<file path="src/hdl/port_regs_pkg.sv">
// constants and helpers for the port status and copper control registers
//
// Overview of operation
// - copper port speed status shows resolved speed: 00=10M, 01=100M, 10=1000M
// - parallel port speed status mirrors second control bit 6, first bit 4
// - copper port duplex status shows resolved duplex, 1 full, 0 half
// - parallel port duplex status mirrors first interface control bit 6
// - parallel port tx pause status bit 1 mirrors first control bit 5
// - parallel port rx pause status bit 0 mirrors first control bit 3
// - copper pause status needs advertised pause, link up and agreed pause
// - copper control register exists only on copper ports
// - writing control bit 15 resets transceiver only, then self-clears
// - control bit 14 loops egress traffic back into the fabric
// - forced speed is bits 6 and 13, ignored while auto-negotiation enabled
// - control bit 12 set enables auto-negotiation
// - bit 12 clear disables it; power-up value from strap, writable later
// - speed select power-up values come from the strap sampled at reset
package port_regs_pkg;

   // ---------------------------------------------------------------
   // register map (byte addresses)
   // ---------------------------------------------------------------
   localparam int ADDR_W = 12;
   localparam logic [11:0] ADDR_LINK_STATE = 12'h030;
   localparam logic [11:0] ADDR_COPPER_CTRL = 12'h100;

   // ---------------------------------------------------------------
   // copper control field positions
   // ---------------------------------------------------------------
   localparam int CTL_SW_RESET = 15;
   localparam int CTL_LOOPBACK = 14;
   localparam int CTL_SPEED_LSB = 13;
   localparam int CTL_AN_EN = 12;
   localparam int CTL_SPEED_MSB = 6;

   // ---------------------------------------------------------------
   // status field positions
   // ---------------------------------------------------------------
   localparam int ST_SPEED_HI = 4;
   localparam int ST_SPEED_LO = 3;
   localparam int ST_DUPLEX = 2;
   localparam int ST_TRANSMIT_PAUSE_ENABLE = 1;
   localparam int ST_RECEIVE_PAUSE_ENABLE = 0;
   localparam int ST_W = 8;

   // ---------------------------------------------------------------
   // parallel interface control bits mirrored into status
   // ---------------------------------------------------------------
   localparam int PIF0_SPEED = 4;
   localparam int PIF0_DUPLEX = 6;
   localparam int PIF0_TX_PAUSE = 5;
   localparam int PIF0_RX_PAUSE = 3;
   localparam int PIF1_SPEED = 6;

   // ---------------------------------------------------------------
   // speed codes and timing
   // ---------------------------------------------------------------
   localparam logic [1:0] SPEED_10 = 2'h0;
   localparam logic [1:0] SPEED_100 = 2'h1;
   localparam logic [1:0] SPEED_1000 = 2'h2;
   localparam logic [1:0] SPEED_RSVD = 2'h3;
   localparam logic [1:0] STRAP_SETTLE = 2'h2;
   localparam logic [31:0] DATA_ZERO = 32'h0;

   // pause status bit of one direction
   function automatic logic pause_status(input logic copper,
                                         input logic pif_bit,
                                         input logic [1:0] adv,
                                         input logic link_up,
                                         input logic agreed);
      if (copper) begin
         pause_status = (|adv) & link_up & agreed;
      end else begin
         pause_status = pif_bit;
      end
   endfunction : pause_status

endpackage : port_regs_pkg

</file>
<file path="src/hdl/link_state_if.sv">
// signals between the register slave and the status multiplexer
`timescale 1ns/1ps
interface link_state_if;
   logic copper;
   logic link_up;
   logic [1:0] link_speed;
   logic link_duplex;
   logic [1:0] adv_pause;
   logic agreed_tx;
   logic agreed_rx;
   logic [7:0] pif_first;
   logic [7:0] pif_second;
   logic [7:0] status;

   modport mux (
      input copper, link_up, link_speed, link_duplex, adv_pause,
      input agreed_tx, agreed_rx, pif_first, pif_second,
      output status
   );
   modport regs (
      output copper, link_up, link_speed, link_duplex, adv_pause,
      output agreed_tx, agreed_rx, pif_first, pif_second,
      input status
   );
endinterface : link_state_if

</file>
<file path="src/hdl/port_status_copper_basic_control.sv">
// apb register slave for port status and copper basic control
//
// Added by the designer: register access over APB.
`timescale 1ns/1ps
module port_status_copper_basic_control (
   input wire logic pclk,
   input wire logic presetn,
   input wire logic ce,
   input wire logic psel,
   input wire logic penable,
   input wire logic pwrite,
   input wire logic [11:0] paddr,
   input wire logic [31:0] pwdata,
   output logic [31:0] prdata,
   output logic pready,
   output logic pslverr,
   input wire logic copper_port,
   input wire logic strap_autoneg,
   input wire logic [1:0] strap_speed,
   input wire logic link_up,
   input wire logic [1:0] link_speed,
   input wire logic link_duplex,
   input wire logic [1:0] adv_pause,
   input wire logic pause_agreed_tx,
   input wire logic pause_agreed_rx,
   input wire logic [7:0] parallel_if_control_first,
   input wire logic [7:0] parallel_if_control_second,
   output logic phy_soft_reset,
   output logic local_loopback,
   output logic [1:0] forced_speed,
   output logic forced_speed_active,
   output logic autoneg_enable
);

   // ---------------------------------------------------------------
   // state
   // ---------------------------------------------------------------
   typedef struct packed {
      logic cu_s1;
      logic cu_s2;
      logic [2:0] strap_s1;
      logic [2:0] strap_s2;
      logic [1:0] strap_cnt;
      logic strap_done;
      logic [31:0] rdata;
      logic ready;
      logic err;
      logic sw_reset;
      logic loopback;
      logic speed_msb;
      logic speed_lsb;
      logic an_en;
      logic forced_act;
   } state_t;

   state_t cur;
   state_t next_cur;
   link_state_if ls ();

   logic [15:0] ctrl_view;
   logic hit_status;
   logic hit_ctrl;
   logic acc_err;
   logic wr_done;

   // ---------------------------------------------------------------
   // status multiplexer
   // ---------------------------------------------------------------
   assign ls.copper = cur.cu_s2;
   assign ls.link_up = link_up;
   assign ls.link_speed = link_speed;
   assign ls.link_duplex = link_duplex;
   assign ls.adv_pause = adv_pause;
   assign ls.agreed_tx = pause_agreed_tx;
   assign ls.agreed_rx = pause_agreed_rx;
   assign ls.pif_first = parallel_if_control_first;
   assign ls.pif_second = parallel_if_control_second;

   link_state_mux u_mux (
      .ls(ls.mux)
   );

   // ---------------------------------------------------------------
   // address decode
   // ---------------------------------------------------------------
   always_comb begin
      hit_status = 1'b0;
      hit_ctrl = 1'b0;
      if (paddr == port_regs_pkg::ADDR_LINK_STATE) begin
         hit_status = 1'b1;
      end else if (paddr == port_regs_pkg::ADDR_COPPER_CTRL) begin
         hit_ctrl = cur.cu_s2;
      end
      acc_err = ~(hit_status | hit_ctrl);
      wr_done = psel & penable & cur.ready & pwrite & ~cur.err;
   end

   // reset bit always reads back as zero since ctrl_view never maps it
   always_comb begin
      ctrl_view = '0;
      ctrl_view[port_regs_pkg::CTL_LOOPBACK] = cur.loopback;
      ctrl_view[port_regs_pkg::CTL_SPEED_LSB] = cur.speed_lsb;
      ctrl_view[port_regs_pkg::CTL_AN_EN] = cur.an_en;
      ctrl_view[port_regs_pkg::CTL_SPEED_MSB] = cur.speed_msb;
   end

   // ---------------------------------------------------------------
   // next state
   // ---------------------------------------------------------------
   always_comb begin
      next_cur = cur;
      if (ce) begin
         next_cur.cu_s1 = copper_port;
         next_cur.cu_s2 = cur.cu_s1;
         next_cur.strap_s1 = {strap_autoneg, strap_speed};
         next_cur.strap_s2 = cur.strap_s1;
         next_cur.sw_reset = 1'b0;
         if (!cur.strap_done) begin
            if (cur.strap_cnt == port_regs_pkg::STRAP_SETTLE) begin
               next_cur.strap_done = 1'b1;
               next_cur.an_en = cur.strap_s2[2];
               next_cur.speed_msb = cur.strap_s2[1];
               next_cur.speed_lsb = cur.strap_s2[0];
            end else begin
               next_cur.strap_cnt = cur.strap_cnt + 2'h1;
            end
         end
         if (psel && penable && !cur.ready) begin
            next_cur.ready = 1'b1;
            next_cur.err = acc_err;
            if (pwrite || acc_err) begin
               next_cur.rdata = port_regs_pkg::DATA_ZERO;
            end else if (hit_status) begin
               next_cur.rdata = {24'h0, ls.status};
            end else begin
               next_cur.rdata = {16'h0, ctrl_view};
            end
         end else begin
            next_cur.ready = 1'b0;
            next_cur.err = 1'b0;
         end
         // status writes fall through with no effect
         if (wr_done && paddr == port_regs_pkg::ADDR_COPPER_CTRL) begin
            next_cur.sw_reset = pwdata[port_regs_pkg::CTL_SW_RESET];
            next_cur.loopback = pwdata[port_regs_pkg::CTL_LOOPBACK];
            next_cur.speed_lsb = pwdata[port_regs_pkg::CTL_SPEED_LSB];
            next_cur.speed_msb = pwdata[port_regs_pkg::CTL_SPEED_MSB];
            next_cur.an_en = pwdata[port_regs_pkg::CTL_AN_EN];
         end
         next_cur.forced_act = ~next_cur.an_en &
            ({next_cur.speed_msb, next_cur.speed_lsb} !=
             port_regs_pkg::SPEED_RSVD);
      end
   end

   always_ff @(posedge pclk or negedge presetn) begin
      if (!presetn) begin
         cur <= '0;
      end else begin
         cur <= next_cur;
      end
   end

   // ---------------------------------------------------------------
   // outputs
   // ---------------------------------------------------------------
   assign prdata = cur.rdata;
   assign pready = cur.ready;
   assign pslverr = cur.err;
   assign phy_soft_reset = cur.sw_reset;
   assign local_loopback = cur.loopback;
   assign forced_speed = {cur.speed_msb, cur.speed_lsb};
   assign forced_speed_active = cur.forced_act;
   assign autoneg_enable = cur.an_en;
endmodule : port_status_copper_basic_control

</file>
<file path="src/hdl/link_state_mux.sv">
// builds the port status byte from the link or the parallel settings
`timescale 1ns/1ps
module link_state_mux (
   link_state_if.mux ls
);
   always_comb begin
      ls.status = '0;
      if (ls.copper) begin
         ls.status[port_regs_pkg::ST_SPEED_HI:port_regs_pkg::ST_SPEED_LO] =
            ls.link_speed;
         ls.status[port_regs_pkg::ST_DUPLEX] = ls.link_duplex;
      end else begin
         ls.status[port_regs_pkg::ST_SPEED_HI] =
            ls.pif_second[port_regs_pkg::PIF1_SPEED];
         ls.status[port_regs_pkg::ST_SPEED_LO] =
            ls.pif_first[port_regs_pkg::PIF0_SPEED];
         ls.status[port_regs_pkg::ST_DUPLEX] =
            ls.pif_first[port_regs_pkg::PIF0_DUPLEX];
      end
      ls.status[port_regs_pkg::ST_TRANSMIT_PAUSE_ENABLE] = port_regs_pkg::pause_status(
         ls.copper, ls.pif_first[port_regs_pkg::PIF0_TX_PAUSE],
         ls.adv_pause, ls.link_up, ls.agreed_tx);
      ls.status[port_regs_pkg::ST_RECEIVE_PAUSE_ENABLE] = port_regs_pkg::pause_status(
         ls.copper, ls.pif_first[port_regs_pkg::PIF0_RX_PAUSE],
         ls.adv_pause, ls.link_up, ls.agreed_rx);
   end
endmodule : link_state_mux

</file>
<file path="config.mk">
export PLATFORM = sky130hd
export DESIGN_NAME = port_status_copper_basic_control
export DESIGN_NICKNAME = d
export VERILOG_FILES = /design/src/hdl/port_regs_pkg.sv /design/src/hdl/link_state_if.sv /design/src/hdl/port_status_copper_basic_control.sv /design/src/hdl/link_state_mux.sv
export SDC_FILE = /design/constraint.sdc
export NUM_CORES = 1
export LEC_CHECK = 0
export BUFFER_PORTS_ARGS = -buffer_cell sky130_fd_sc_hd__buf_4
export CAP_MARGIN = 0
export CORE_AREA = 2 2 69 71
export CTS_BUF_LIST = sky130_fd_sc_hd__clkbuf_2
export CTS_CLUSTER_DIAMETER = 120
export DETAILED_ROUTE_END_ITERATION = 12
export DIE_AREA = 0 0 71 73
export PLACE_DENSITY = 0.75
export SETUP_SLACK_MARGIN = 0.1
export SLEW_MARGIN = 20
export SYNTH_ARGS = -nofsm -noshare
export SYNTH_HDL_FRONTEND = slang
export SYNTH_SLANG_ARGS = --single-unit
</file>
<file path="constraint.sdc">
create_clock -name pclk -period 1.4 [get_ports pclk]
set_clock_uncertainty 0.15 [all_clocks]
set_input_delay 0.28 -clock pclk [delete_from_list [all_inputs] [get_ports pclk]]
set_output_delay 0.28 -clock pclk [all_outputs]
set_load 0.01 [all_outputs]
</file>
==> results.toml <==
[outcome]
status = "complete, but fails checks"
violations = "negative setup slack"

[critical_path]
critPathRequiredTime_ns = 1.55
worstPathCellList = "and4b_1, nand3_2, buf_6, a2111o_1, a31oi_1"
slowest_stage = "dfrtp_1"
rrSetupSlack_ns = -0.18
cp_max_fo = 6
crit_end = "forced_speed_active"
crit_start = "pslverr"
critPathArrivalTime_ns = 1.73
r2r-start = "pslverr"
crit_type = "reg2reg"
worstRegToRegCells = 5
max_stage_delay_ns = 0.43
r2r-end = "forced_speed_active"
worstSetupStartpointType = "flip-flop"
cp-end-kind = "flip-flop"

[cts]
clk_path_buf_depth = 2
htree_num_levels = 1
path_clk_slew_ns = 0.28
cts_root_buf = "clkbuf_2"
cts_tree = "built"
clk_latency_ns = 0.37
cts_buffers = 3
numClockSinks = 28

[timing]
report.final.slew_viol_count = 0
fin_crit_ns = 1.58
max_freq_ghz = 0.634
worst_slack_ns = -0.177
setup_violations = 17
grt_setup_unrepaired = "true"
fin_crit_sh = 1.13
hold_violations = 0

[yosys]
synth_edf_count = 0
synth.distinct_cells = 40
ys_seq_area_frac = 0.443
ys_warn_count = 0
syn_inst = 154
netlist_area_um2 = 1580
synth_flop_cell = "dfrtp_1"
synthArstFlopShare = 1.00
syn_avg_cell_area_um2 = 10.3
ys_ff_latch = 28

[drt]
ant_nets = 0
vias = 1344
via_per_inst = 4.72
route.detailed.drc = 0
drt_wl_total_um = 3710
dr.pass1.iters = 4
avgRoutedWirePerCell_um = 13.0
drt_iter0_drc = 72

[power_and_ir_drop]
p_leak_nw = 1.12
power.total_w = 0.00190
power_density_nw_per_um2 = 800
vdd_drop_max_mv = 0.724

[final_layout]
finish.instance_area_um2 = 2380
fill_cells = 418
fin_util = 0.524
diodes = 0
nNetsFinal = 311
area_growth_pct = 50.3
layout-drive-gt1-share = 0.506

[placement]
dpl-instance-area_um2 = 2010
gp_congestion = 0.837
io_buffers = 56
dp_hpwl_um = 2750

[global_routing]
grt_overflow = 0
grt_pass1_vias = 1287
grt_pass1_wl_um = 5840
grt_antenna_before_repair = 0
gr-usage-all-layers = 0.143
grt_max_degree = 29

[floorplanning]
die_w_um = 71
die_area_um2 = 5180
start_util = 0.349
die_h_um = 73
core_area_um2 = 4540
boundaryPins = 118
rows = 25

[hold_path]
min_path_type = "in2reg"

[flow_run]
drv_cap = 0
==> metal layers <==
layer / global-route usage / vias up / wire length, µm
met5: 0 / - / 0
met2: 0.265 / 43 / 2020
met1: 0.169 / 652 / 1460
met4: 0.0252 / 0 / 21
met3: 0.0359 / 2 / 206
li1: - / 647 / -
==> critical path, delay by kind of cell (launching register included) <==
kind / cells / cell delay (ns)
buf+inv: 1 / 0.17
flops: 1 / 0.43
compound gates: 2 / 0.40
simple gates: 2 / 0.37
==> cell type report <==
| class | count | area (µm²) | share of cell area |
|---|---|---|---|
| Timing Repair Buffer | 91 | 773 | 0.325 |
| Clock inverter | 1 | 30.0 | 0.0126 |
| Multi-Input combinational cell | 104 | 776 | 0.326 |
| Tap cell | 54 | 67.6 | 0.0284 |
| Clock buffer | 3 | 15.0 | 0.00631 |
| Sequential cell | 28 | 702 | 0.295 |
| Inverter | 4 | 15.0 | 0.00631 |
==> worst min path at each step <==
stage,from,end,cells after the start
floorplan,presetn,autoneg_enable,0
global placement,presetn,cur[48],1
detailed placement,presetn,pready,1
CTS,pwdata[12],forced_speed_active,3
global route,pwdata[13],forced_speed_active,3
finish,parallel_if_control_first[6],prdata[2],3
==> what timing repair did <==
| item | CTS | global route |
|---|---|---|
| setup endpoints to repair | 34 | 34 |
| hold buffers | 6 | 1 |
| gates resized for setup | 25 | 11 |
| hold endpoints to repair | 33 | 1 |
| gates cloned | 1 | 0 |
| pin swaps | 6 | 3 |
| setup buffers | 9 | 4 |
==> cells in the mapped netlist, types with 2 or more instances <==
cell / count / area, µm²
a22o_1: 4 / 35.0
nor2b_1: 3 / 18.8
a211oi_1: 2 / 15.0
nand4_1: 4 / 25.0
mux2i_1: 3 / 30.0
buf_2: 2 / 10.0
o21ai_1: 6 / 30.0
buf_4: 34 / 255
clkbuf_1: 4 / 15.0
mux2_2: 5 / 56.3
o2111ai_1: 3 / 26.3
nor3_1: 2 / 10.0
mux2_1: 4 / 45.0
nor4_2: 2 / 25.0
a31oi_1: 3 / 18.8
o211ai_1: 3 / 22.5
nor2_1: 2 / 7.51
or3_1: 4 / 25.0
nand2_1: 13 / 48.8
dfrtp_1: 28 / 701
a21o_1: 2 / 15.0
inv_1: 3 / 11.3
==> cells in the final DEF, fill, tap and decap left out, types with 2 or more instances in the layout <==
cell / n
mux2_1: 3
o21ai_2: 5
inv_2: 2
dfrtp_1: 27
buf_4: 63
or3_1: 3
a22o_1: 4
dlygate4sd3_1: 7
nand4_1: 4
nand3_2: 2
buf_6: 20
conb_1: 23
inv_1: 2
a21o_1: 2
clkbuf_2: 3
mux2i_1: 3
o2111ai_2: 2
a31oi_1: 3
o211ai_1: 3
nor2_1: 2
nor2b_1: 2
nand2_1: 13
nor4_4: 2
mux2_2: 5
a211oi_2: 2
==> logic make-up after synthesis <==
family / after synthesis / synth area share
buffers and inverters: 44 / 0.187
AND/OR/NAND/NOR: 38 / 0.142
AO/OA/AOI/OAI: 29 / 0.130
adder cells (fa/ha/maj): 1 / 0.00790
other: 1 / 0.00237
multiplexers: 12 / 0.0830
flip-flops: 28 / 0.443
XOR/XNOR: 1 / 0.00553
==> power by group <==
part / switching, W / internal (W) / total, W
clock: 0.000242 / 0.000246 / 0.000488
sequential: 0.0000553 / 0.000880 / 0.000935
combinational: 0.000211 / 0.000268 / 0.000480
total: 0.000509 / 0.00139 / 0.00190
==> registers in the layout, indices dropped and copies added, names as in the netlist <==
signal / count
pready: 1
prdata: 9
phy_soft_reset: 1
pslverr: 1
cur: 10
ls.copper: 1
forced_speed_active: 1
autoneg_enable: 1
forced_speed: 2
local_loopback: 1
==> per-stage QoR <==
stage	setup TNS [ns]	cells	hold slack [ns]	setup WS, ns
final	-1.93	285	0.0218	-0.177
after detailed placement	-5.43	260	0.0709	-0.419
after global routing	-3.98	285	0.00696	-0.272
after CTS	-1.76	280	0.00213	-0.155
after global placement	-4.87	260	0.0627	-0.358
after floorplan	-1.57	176	-0.166	-0.194
(Power assumes the default switching activity.)
